`src/fdi_flash_map.svh`:
```
/*
 * addresses, field positions, limits and codes of the flash download and
 * initialization sequencer.
 * assumes: included by bare name from the package and the design modules.
 */
`ifndef FDI_FLASH_MAP_SVH
`define FDI_FLASH_MAP_SVH

// download region size and offset width inside it
`define FDI_REGION_BYTES   12'h800
`define FDI_OFS_BITS       11
`define FDI_RAM_ADDR_BITS  24

// start addresses selected by the transfer destination setting
`define FDI_DEST_BASE0     24'hff6000
`define FDI_DEST_BASE1     24'hff7000
`define FDI_DEST_BASE2     24'hff8000
`define FDI_DEST_BASE3     24'hff9000
`define FDI_DEST_LAST      7'h03

// correct flash key register value
`define FDI_KEY_OK         8'ha5

// download result byte fields
`define FDI_DL_SS_BIT      2
`define FDI_DL_FK_BIT      1
`define FDI_DL_SF_BIT      0

// init result byte fields
`define FDI_INIT_FQ_BIT    1
`define FDI_INIT_SF_BIT    0

// frequency parameter limits, MHz times 100
`define FDI_FREQ_MIN       16'h01f4
`define FDI_FREQ_MAX       16'h07d0

// most stack bytes a routine may use
`define FDI_STACK_MAX      8'h80

`endif

```
`src/fdi_pkg.sv`:
```
/*
 * types shared by the flash download and initialization sequencer.
 * assumes: fdi_flash_map.svh is on the include path.
 */
`include "fdi_flash_map.svh"

package fdi_pkg;

   // sequencer states
   typedef enum logic [2:0] {
      StIdle,
      StCheck,
      StCopy,
      StVerify,
      StWrite
   } fdi_state_t;

   // one request toward the on-chip ram
   typedef struct packed {
      logic [`FDI_RAM_ADDR_BITS-1:0] addr;
      logic [7:0]                    wrData;
      logic                          wrEn;
      logic                          rdEn;
   } fdi_ram_req_t;

endpackage

```
`src/fdi_flash_download_init.sv`:
```
/*
 * flash download control and programming/erasing initialization stages:
 * copies a built-in routine into a 2-kbyte ram region, checks it back,
 * writes the download result byte, and checks the cpu frequency parameter.
 * assumes: cpu-side inputs are on clk; external ram answers a read one
 * cycle after the request appears on ramReq and is frozen with clkEn too.
 */
// Notes on behaviour
// - a start pulse copies the chosen routine into 2 kbytes at the destination base
// - the download result byte lands in the first byte of the region last
// - bit 2 set when zero, several or an unmapped routine is selected
// - bit 1 set when the flash key register is not a5
// - bit 0 is success or failure, set with bit 2 or bit 1, else judged by reading the copy back
// - the routine times pulses by cpu loops so it needs the frequency
// - init sets bit 1 when the frequency is out of range
// - init bit 0 is zero when no error, one when an error occurred
// - only the low result register changes; stack use stays within 128 bytes
// - destination codes 04 and above set the destination error and abort
`timescale 1ns/1ps
`default_nettype none
`include "fdi_flash_map.svh"

module fdi_flash_download_init #(
   parameter int PROG_NUM  = 2,
   parameter int PROG_BITS = 1
) (
   // clock and reset
   input  wire logic                  clk,
   input  wire logic                  reset,
   input  wire logic                  clkEn,
   // download control from the cpu
   input  wire logic                  downloadStart,
   input  wire logic [6:0]            transferDest,
   input  wire logic [7:0]            flashKey,
   input  wire logic [PROG_NUM-1:0]   progSelect,
   input  wire logic [PROG_NUM-1:0]   progMapped,
   // initialization from the cpu
   input  wire logic                  initStart,
   input  wire logic [31:0]           cpuFreqParam,
   // on-chip ram port
   output fdi_pkg::fdi_ram_req_t      ramReq,
   input  wire logic [7:0]            ramRdData,
   // status back to the cpu
   output logic                       busy,
   output logic                       downloadDone,
   output logic                       initDone,
   output logic                       destErrorFlag,
   output logic [7:0]                 lowResult
);

   fdi_pkg::fdi_state_t           state_ff, nxt_state;
   logic [11:0]                   idx_ff, nxt_idx;
   logic [`FDI_RAM_ADDR_BITS-1:0] base_ff, nxt_base;
   logic [PROG_BITS-1:0]          prog_ff, nxt_prog;
   logic                          mism_ff, nxt_mism;
   logic [7:0]                    result_ff, nxt_result;
   fdi_pkg::fdi_ram_req_t         ramReq_ff, nxt_ramReq;
   logic                          dlDone_ff, nxt_dlDone;
   logic                          initDone_ff, nxt_initDone;
   logic                          destErr_ff, nxt_destErr;
   logic [7:0]                    lowRes_ff, nxt_lowRes;
   logic                          busy_ff, nxt_busy;
   logic [PROG_BITS+`FDI_OFS_BITS-1:0] romAddr;
   logic [7:0]                    romData;
   logic [PROG_BITS-1:0]          selIdx;
   logic                          srcErr;
   logic                          keyErr;
   logic                          freqErr;
   logic [`FDI_OFS_BITS-1:0]      romOfs;

   // routine store
   fdi_routine_rom #(
      .PROG_BITS (PROG_BITS)
   ) u_rom (
      .clk    (clk),
      .reset  (reset),
      .clkEn  (clkEn),
      .rdAddr (romAddr),
      .rdData (romData)
   );

   // selection, key and frequency checks
   always_comb begin
      int cnt;
      cnt    = 0;
      selIdx = '0;
      srcErr = 1'b0;
      for (int i = 0; i < PROG_NUM; i++) begin
         if (progSelect[i]) begin
            cnt    = cnt + 1;
            selIdx = PROG_BITS'(i);
            if (!progMapped[i]) begin
               srcErr = 1'b1;
            end
         end
      end
      if (cnt != 1) begin
         srcErr = 1'b1;
      end
      keyErr  = (flashKey != `FDI_KEY_OK);
      freqErr = (cpuFreqParam[31:16] != 16'h0000) ||
                (cpuFreqParam[15:0] < `FDI_FREQ_MIN) ||
                (cpuFreqParam[15:0] > `FDI_FREQ_MAX);
   end

   // routine address: copy reads ahead, verify lags by one to meet ram latency
   always_comb begin
      romOfs  = (state_ff == fdi_pkg::StVerify) ? 11'(idx_ff - 12'h001) : idx_ff[`FDI_OFS_BITS-1:0];
      romAddr = {prog_ff, romOfs};
   end

   // sequencer next state
   always_comb begin
      nxt_state    = state_ff;
      nxt_idx      = idx_ff;
      nxt_base     = base_ff;
      nxt_prog     = prog_ff;
      nxt_mism     = mism_ff;
      nxt_result   = result_ff;
      nxt_ramReq   = '0;
      nxt_dlDone   = 1'b0;
      nxt_initDone = 1'b0;
      nxt_destErr  = destErr_ff;
      nxt_lowRes   = lowRes_ff;
      case (state_ff)
         fdi_pkg::StIdle: begin
            if (downloadStart) begin
               nxt_state = fdi_pkg::StCheck;
            end else if (initStart) begin
               // result only in the low result register
               nxt_lowRes = 8'h00;
               nxt_lowRes[`FDI_INIT_FQ_BIT] = freqErr;
               nxt_lowRes[`FDI_INIT_SF_BIT] = freqErr;
               nxt_initDone = 1'b1;
            end
         end
         fdi_pkg::StCheck: begin
            nxt_idx  = 12'h000;
            nxt_mism = 1'b0;
            nxt_prog = selIdx;
            case (transferDest[1:0])
               2'h0:    nxt_base = `FDI_DEST_BASE0;
               2'h1:    nxt_base = `FDI_DEST_BASE1;
               2'h2:    nxt_base = `FDI_DEST_BASE2;
               default: nxt_base = `FDI_DEST_BASE3;
            endcase
            nxt_result = 8'h00;
            nxt_result[`FDI_DL_SS_BIT] = srcErr;
            nxt_result[`FDI_DL_FK_BIT] = keyErr;
            if (transferDest > `FDI_DEST_LAST) begin
               nxt_destErr = 1'b1;
               nxt_dlDone  = 1'b1;
               nxt_state   = fdi_pkg::StIdle;
            end else begin
               nxt_destErr = 1'b0;
               if (srcErr || keyErr) begin
                  nxt_result[`FDI_DL_SF_BIT] = 1'b1;
                  nxt_state = fdi_pkg::StWrite;
               end else begin
                  nxt_state = fdi_pkg::StCopy;
               end
            end
         end
         fdi_pkg::StCopy: begin
            // write the byte read from the store one cycle earlier
            if (idx_ff != 12'h000) begin
               nxt_ramReq.addr   = base_ff + `FDI_RAM_ADDR_BITS'(idx_ff - 12'h001);
               nxt_ramReq.wrData = romData;
               nxt_ramReq.wrEn   = 1'b1;
            end
            if (idx_ff == `FDI_REGION_BYTES) begin
               nxt_idx   = 12'h000;
               nxt_state = fdi_pkg::StVerify;
            end else begin
               nxt_idx = idx_ff + 12'h001;
            end
         end
         fdi_pkg::StVerify: begin
            // read back and compare against the store two cycles later
            if (idx_ff < `FDI_REGION_BYTES) begin
               nxt_ramReq.addr = base_ff + `FDI_RAM_ADDR_BITS'(idx_ff);
               nxt_ramReq.rdEn = 1'b1;
            end
            if (idx_ff >= 12'h002 && ramRdData != romData) begin
               nxt_mism = 1'b1;
            end
            if (idx_ff == `FDI_REGION_BYTES + 12'h001) begin
               nxt_result[`FDI_DL_SF_BIT] = mism_ff || (ramRdData != romData);
               nxt_state = fdi_pkg::StWrite;
            end else begin
               nxt_idx = idx_ff + 12'h001;
            end
         end
         fdi_pkg::StWrite: begin
            // result byte goes last so it is not overwritten by the copy
            nxt_ramReq.addr   = base_ff;
            nxt_ramReq.wrData = result_ff;
            nxt_ramReq.wrEn   = 1'b1;
            nxt_lowRes        = result_ff;
            nxt_dlDone        = 1'b1;
            nxt_state         = fdi_pkg::StIdle;
         end
         default: begin
            nxt_state = fdi_pkg::StIdle;
         end
      endcase
      // busy follows the next state so the output is a plain register
      nxt_busy = (nxt_state != fdi_pkg::StIdle);
   end

   // sequencer registers
   always_ff @(posedge clk or posedge reset) begin
      if (reset) begin
         state_ff    <= fdi_pkg::StIdle;
         idx_ff      <= 12'h000;
         base_ff     <= '0;
         prog_ff     <= '0;
         mism_ff     <= 1'b0;
         result_ff   <= 8'h00;
         ramReq_ff   <= '0;
         dlDone_ff   <= 1'b0;
         initDone_ff <= 1'b0;
         destErr_ff  <= 1'b0;
         lowRes_ff   <= 8'h00;
         busy_ff     <= 1'b0;
      end else if (clkEn) begin
         state_ff    <= nxt_state;
         idx_ff      <= nxt_idx;
         base_ff     <= nxt_base;
         prog_ff     <= nxt_prog;
         mism_ff     <= nxt_mism;
         result_ff   <= nxt_result;
         ramReq_ff   <= nxt_ramReq;
         dlDone_ff   <= nxt_dlDone;
         initDone_ff <= nxt_initDone;
         destErr_ff  <= nxt_destErr;
         lowRes_ff   <= nxt_lowRes;
         busy_ff     <= nxt_busy;
      end
   end

   // outputs straight from registers
   assign ramReq        = ramReq_ff;
   assign busy          = busy_ff;
   assign downloadDone  = dlDone_ff;
   assign initDone      = initDone_ff;
   assign destErrorFlag = destErr_ff;
   assign lowResult     = lowRes_ff;

endmodule

`default_nettype wire

```
`src/fdi_routine_rom.sv`:
```
/*
 * built-in routine store: one 2-kbyte image per downloadable routine,
 * read data out of a register one cycle after the address.
 * assumes: same clock and clock enable as the sequencer.
 */
`timescale 1ns/1ps
`default_nettype none
`include "fdi_flash_map.svh"

module fdi_routine_rom #(
   parameter int PROG_BITS = 1
) (
   // clock
   input  wire logic                              clk,
   input  wire logic                              reset,
   input  wire logic                              clkEn,
   // read port
   input  wire logic [PROG_BITS+`FDI_OFS_BITS-1:0] rdAddr,
   output logic      [7:0]                        rdData
);

   // image contents, a fixed table computed from the address
   function automatic logic [7:0] romByte(input logic [PROG_BITS+`FDI_OFS_BITS-1:0] a);
      logic [31:0] w;
      w = 32'(a) * 32'h0000009d;
      return w[7:0] ^ w[15:8];
   endfunction

   logic [7:0] nxt_rdData;

   // table lookup
   always_comb begin
      nxt_rdData = romByte(rdAddr);
   end

   // registered read data
   always_ff @(posedge clk or posedge reset) begin
      if (reset) begin
         rdData <= 8'h00;
      end else if (clkEn) begin
         rdData <= nxt_rdData;
      end
   end

endmodule

`default_nettype wire

```
`config.mk`:
```
export PLATFORM = sky130hd
export DESIGN_NAME = fdi_flash_download_init
export DESIGN_NICKNAME = d
export VERILOG_FILES = /design/src/fdi_pkg.sv /design/src/fdi_flash_download_init.sv /design/src/fdi_routine_rom.sv
export VERILOG_INCLUDE_DIRS = /design/src
export SDC_FILE = /design/constraint.sdc
export NUM_CORES = 1
export LEC_CHECK = 0
export BUFFER_PORTS_ARGS = -buffer_cell sky130_fd_sc_hd__buf_2
export CORE_ASPECT_RATIO = 2
export CORE_MARGIN = 3
export CORE_UTILIZATION = 50
export CTS_CLUSTER_SIZE = 10
export DETAILED_ROUTE_END_ITERATION = 10
export PLACE_DENSITY_LB_ADDON = 0.25
export SYNTH_ARGS = -nofsm -noshare
export SYNTH_HDL_FRONTEND = slang
export SYNTH_SLANG_ARGS = --single-unit
```
`constraint.sdc`:
```
create_clock -name clk -period 7.4 [get_ports clk]
set_input_delay 1.48 -clock clk [delete_from_list [all_inputs] [get_ports clk]]
set_output_delay 1.48 -clock clk [all_outputs]
set_load 0.02 [all_outputs]
```
### Yosys cells after proc, flatten, opt, wreduce, memory -nomap -nowiden

Index checks and enable logic that the tools add are counted.

* $add $sub $neg: 6
* multiply operators: 1
* order comparisons: 5
* eq/ne operators: 16
* mux-type cells: 39
* bitwise operators: 1
* reductions and logical operators: 18

Operators with widths (count)
* $pmux 24 s3: 1
* $pmux 16 s3: 1
* $pmux 12 s3: 1
* $mux 33: 1
* $add 32x2->32 const B: 1
* $mux 32: 1
* $ne 32x2->1 const B: 1
* $add 24x12->24: 1
* $add 24x24->24: 1
* $eq 12x12->1 const B: 2
* $mux 12: 2
* $mux 24: 1
* $pmux 9 s2: 1
* $mux 1: 17
* $gt 16x11->1 const B: 1
* $lt 16x9->1 const B: 1
* $mul 12x8->16 const B: 1
* $mux 8: 2
* $pmux 8 s2: 1
* $reduce_bool 16->1: 1
* $mux 3: 5
* $sub 12x1->13 const B: 1
* $add 12x1->12 const B: 1
* $ge 12x2->1 const B: 1
* 26 further kinds: 39

* flip-flop bits (word level): 98
* bits of input ports: 64
* logic and storage cells: 103

### Longest topological paths before layout

* depth after elaboration: 10
* mapped depth: 23
* mapped depth without buffers: 23

### Hierarchy

A second synthesis with hierarchy kept.

* cell total of the unflattened synthesis: 643
* area total of the unflattened synthesis: 5933.2 µm²

By module, submodules not included
* fdi_flash_download_init: times used 1, cells each 429, area an instance 3958.8 µm²
* fdi_routine_rom: times used 1, cells each 214, area an instance 1974.4 µm²

### Worst setup path after synthesis

No wires, ideal clock.

* kind: reg-to-reg
* start point: register idx_ff[0]
* end point: register u_rom.rdData[6]
* setup time: 0.082 ns
* arrival: 5.345 ns
* required time: 7.318 ns
* setup slack: 1.973 ns
* cell stages (with the launch flop): 20
* period minus slack after synthesis: 5.427 ns
* path through: dfrtp_1 -> inv_1 -> ha_1 -> or3b_1 -> nor3_2 -> nand2_1 -> xor2_1 -> inv_1 -> fa_1 -> ha_1 -> inv_1 -> fa_1 -> fa_1 -> inv_1 -> ha_1 -> or3_1 -> o221a_2 -> o31a_1 -> or3_1 -> a31oi_1

* cells in the longest elaborated chain, start to end: 4

Ends and longest elaborated chain
* from (decl): line fdi_flash_download_init.sv:52 `logic [11:0] idx_ff, nxt_idx;`
* from (signal assigned): line fdi_flash_download_init.sv:228 `idx_ff <= nxt_idx;`
* $sub 11x1->11: line fdi_flash_download_init.sv:108 `` romOfs = (state_ff == fdi_pkg::StVerify) ? 11'(idx_ff - 12'h001) : idx_ff[`FDI_OFS_BITS-1:0]; ``
* $mux 11 (*): line fdi_flash_download_init.sv:108
* $mul 12x8->16 (*): line fdi_routine_rom.sv:25 `w = 32'(a) * 32'h0000009d;`
* $xor 8x8->8 (*): line fdi_routine_rom.sv:26 `return w[7:0] ^ w[15:8];`
* to (signal assigned): line fdi_routine_rom.sv:41 `rdData <= nxt_rdData;`
* to (decl): line fdi_routine_rom.sv:19 `output logic [7:0] rdData`

Mark *: on every way between the ends. The rest lies on a longest branch, timed or not.
A chain may end at the register's enable or synchronous reset.

### Worst setup path after layout

* start point: register idx_ff[0]
* end point: register u_rom.rdData[7]

Same word-level chain as after synthesis.

==> results_dict.tcl <==
set metrics [dict create \
    die_h_um 157 \
    instances_no_fill 868 \
    hold_class "reg -> reg" \
    worstSetupEndpointType "register" \
    yosysUniqueCellTypes 61 \
    coreArea_mm2 0.0110 \
    dp.cells 853 \
    ys_seq_area_share_pct 32.0 \
    gp_congestion 0.935 \
    tightest_slew_ns 1.08 \
    diodes 0 \
    path_clk_slew_ns 0.06 \
    syn_avg_cell_area_um2 9.07 \
    antenna_found_initial 0 \
    wirelength_mm 14.9 \
    cts_sinks 73 \
    fmax_mhz 162 \
    p_leak_nw 3.44 \
    grt_pass1_wl_mm 23.8 \
    setup_viol 0 \
    numCtsBuffers 9 \
    route.detailed.drc 0 \
    async_flop_share_pct 100 \
    row_count 54 \
    dieArea_mm2 0.0128 \
    portBuffers 104 \
    netlist_instances 629 \
    netlist_area_mm2 0.00570 \
    synth_ff_type "dfrtp_1" \
    finalSetupTns_ns 0 \
    p_per_area_mw_per_mm2 283 \
    fin_util_pct 60.3 \
    wl_per_cell_um 17.2 \
    drtPass1Iterations 6 \
    postCtsSetupBuffers 0 \
    drt_iter0_markers 250 \
    h-tree-depth 3 \
    worstSetupPathType "reg -> reg" \
    status "finished, final reports clean" \
    drv_cap 0 \
    grtUsageTotal_pct 24.4 \
    cp-start-kind "register" \
    route.vias.total 4860 \
    ys.warnings.count 0 \
    maxSlewViolCount 0 \
    post-dp-hpwl_mm 11.9 \
    vias_per_cell 5.60 \
    clockRootBuffer "clkbuf_16" \
    start_util_pct 51.8 \
    cts_buffer_depth 2 \
    slew_headroom_pct 28.1 \
    synth_seq_cells 73 \
    path_max_fanout 8 \
    overflow 0 \
    area_growth_pct 16.4 \
    finalHoldViolCount 0 \
    period_needed_ns 6.17 \
    first_global_vias 5012 \
    ioPinCount 110 \
    peakVddDrop_mv 0.145 \
    nets 864 \
    ant_nets 0 \
    cp_data_arrival_time_ns 6.39 \
    skew_ns 0.00889 \
    drive_gt1_share_pct 20.1 \
    ctsHoldBuffers 0 \
    die_w_um 81.5 \
    insertion_delay_ns 0.34 \
    tritoncts "done" \
    rsz0062_at_grt "no" \
    cts_resized 0 \
    grt_max_degree 74 \
    timing.final.crit_share_pct 83.4 \
    synth_edf_count 0 \
    required_ns 7.62 \
]
[cell usage after synthesis, types with 2 or more instances]
cell / count / share of area (%)
buf_2: 7 / 0.61
o2bb2ai_1: 6 / 0.92
nand2_1: 58 / 3.8
nor2b_1: 6 / 0.66
or4bb_1: 2 / 0.39
a31oi_1: 2 / 0.22
nor2_2: 2 / 0.22
a21boi_0: 2 / 0.26
nor3_1: 9 / 0.79
a21oi_1: 26 / 2.3
fa_1: 29 / 10
buf_1: 2 / 0.13
or3_1: 5 / 0.55
or4_1: 2 / 0.26
a22oi_1: 9 / 1.2
mux2_2: 4 / 0.79
dfrtp_1: 73 / 32
or4_4: 2 / 0.39
inv_1: 80 / 5.3
a21o_1: 3 / 0.39
nand2b_1: 2 / 0.22
xnor2_1: 32 / 4.9
nor4_1: 7 / 0.77
and3_1: 4 / 0.44
nor2_1: 54 / 3.6
clkbuf_1: 12 / 0.79
nor3_2: 3 / 0.53
o21a_1: 5 / 0.66
nand3_1: 10 / 0.88
nand4_1: 11 / 1.2
o31ai_1: 2 / 0.26
or2_2: 2 / 0.22
xor2_1: 30 / 4.6
ha_1: 47 / 10
buf_4: 6 / 0.79
o211ai_1: 2 / 0.26
a221oi_1: 3 / 0.46
o21ai_0: 45 / 3.9
[report_power, final]
group / switching (mW) / internal [mW] / total, mW
logic: 0.486 / 0.375 / 0.860
registers: 0.0699 / 0.462 / 0.532
clock network: 0.163 / 0.326 / 0.489
[final cells by class]
cell class / instances / area [µm²]
Fill cell: 953 / 4370
Multi-Input combinational cell: 451 / 3450
Sequential cell: 73 / 1830
Timing Repair Buffer: 108 / 551
Inverter: 81 / 304
Clock buffer: 9 / 225
Tap cell: 140 / 175
Clock inverter: 6 / 108
[logic make-up after synthesis]
kind of cell | Yosys count | synth area share [%]
and+or+nand+nor | 186 | 16.2
AOI/OAI and AO/OA | 118 | 13.1
buffers and inverters | 109 | 7.85
adders and majority gates | 76 | 20.5
DFF | 73 | 32.0
xor gates and xnor gates | 62 | 9.52
muxes | 4 | 0.790
other | 1 | 0.0657
[critical path, cell delays in order (launching register included)]
cell and delay, ns:
dfrtp_1 0.48, inv_1 0.17, ha_1 0.25, or3b_1 0.45
nor3_2 0.36, nand2_1 0.16, or3_1 0.42, nor2_1 0.15
xor2_1 0.45, inv_1 0.13, fa_1 0.52, inv_1 0.04
ha_1 0.26, inv_1 0.05, fa_1 0.58, inv_1 0.06
ha_1 0.29, ha_1 0.35, or3_1 0.35, o21ai_0 0.08
a31o_2 0.13, xnor2_1 0.05, mux2_2 0.26
[layer usage]
metal  part of all wire, %  vias to the layer above  wire length (µm)  GRT usage, %
li1                      -                     2286                 -             -
met1                    33                     2342              4880          24.5
met2                    58                      182              8630          46.4
met3                   4.9                       50               728          3.32
met4                   4.7                        0               697          12.9
met5                     0                        -                 0             0
[state kept, by name, summed over array words and instances (netlist names)]
name,flops
state_ff,3
lowResult,3
mism_ff,1
result_ff,3
destErrorFlag,1
downloadDone,1
busy,1
u_rom.rdData,8
idx_ff,12
ramReq,34
initDone,1
base_ff,4
prog_ff,1
[stage by stage]
step                      setup WS (ns)  instance area (µm²)  hold WS (ns)  total power [mW]
after global routing              0.974                 6640         0.519              2.02
after floorplan                    1.97                 5720         0.445              1.17
after detailed placement           1.25                 6310         0.466              1.40
final                              1.23                 6640         0.476              1.88
after global placement             1.29                 6310         0.461              1.38
after CTS                          1.23                 6640         0.480              1.90
[cell usage in the layout (no fill, tap or decap), drive strengths merged, types with 29 or more instances in the layout]
| cell type | instances |
|---|---|
| nor2 | 56 |
| buf | 108 |
| nand2 | 59 |
| ha | 47 |
| dfrtp | 73 |
| xnor2 | 32 |
| o21ai | 46 |
| fa | 29 |
| xor2 | 30 |
| inv | 81 |
[final timing paths]
check,start,endpoint,slack (ns),depth (start not counted)
worst min-delay path,ramReq[0],ramReq[0],0.48,1
worst max-delay path,idx_ff[0],u_rom.rdData[7],1.23,22
min in group asynchronous,reset,ramReq[1],1.41,3
worst min register to register,ramReq[0],ramReq[0],0.48,1
max in group asynchronous,reset,idx_ff[10],5.37,3
worst max register to register,idx_ff[0],u_rom.rdData[7],1.23,22
Power figures use the tool's default switching activity.
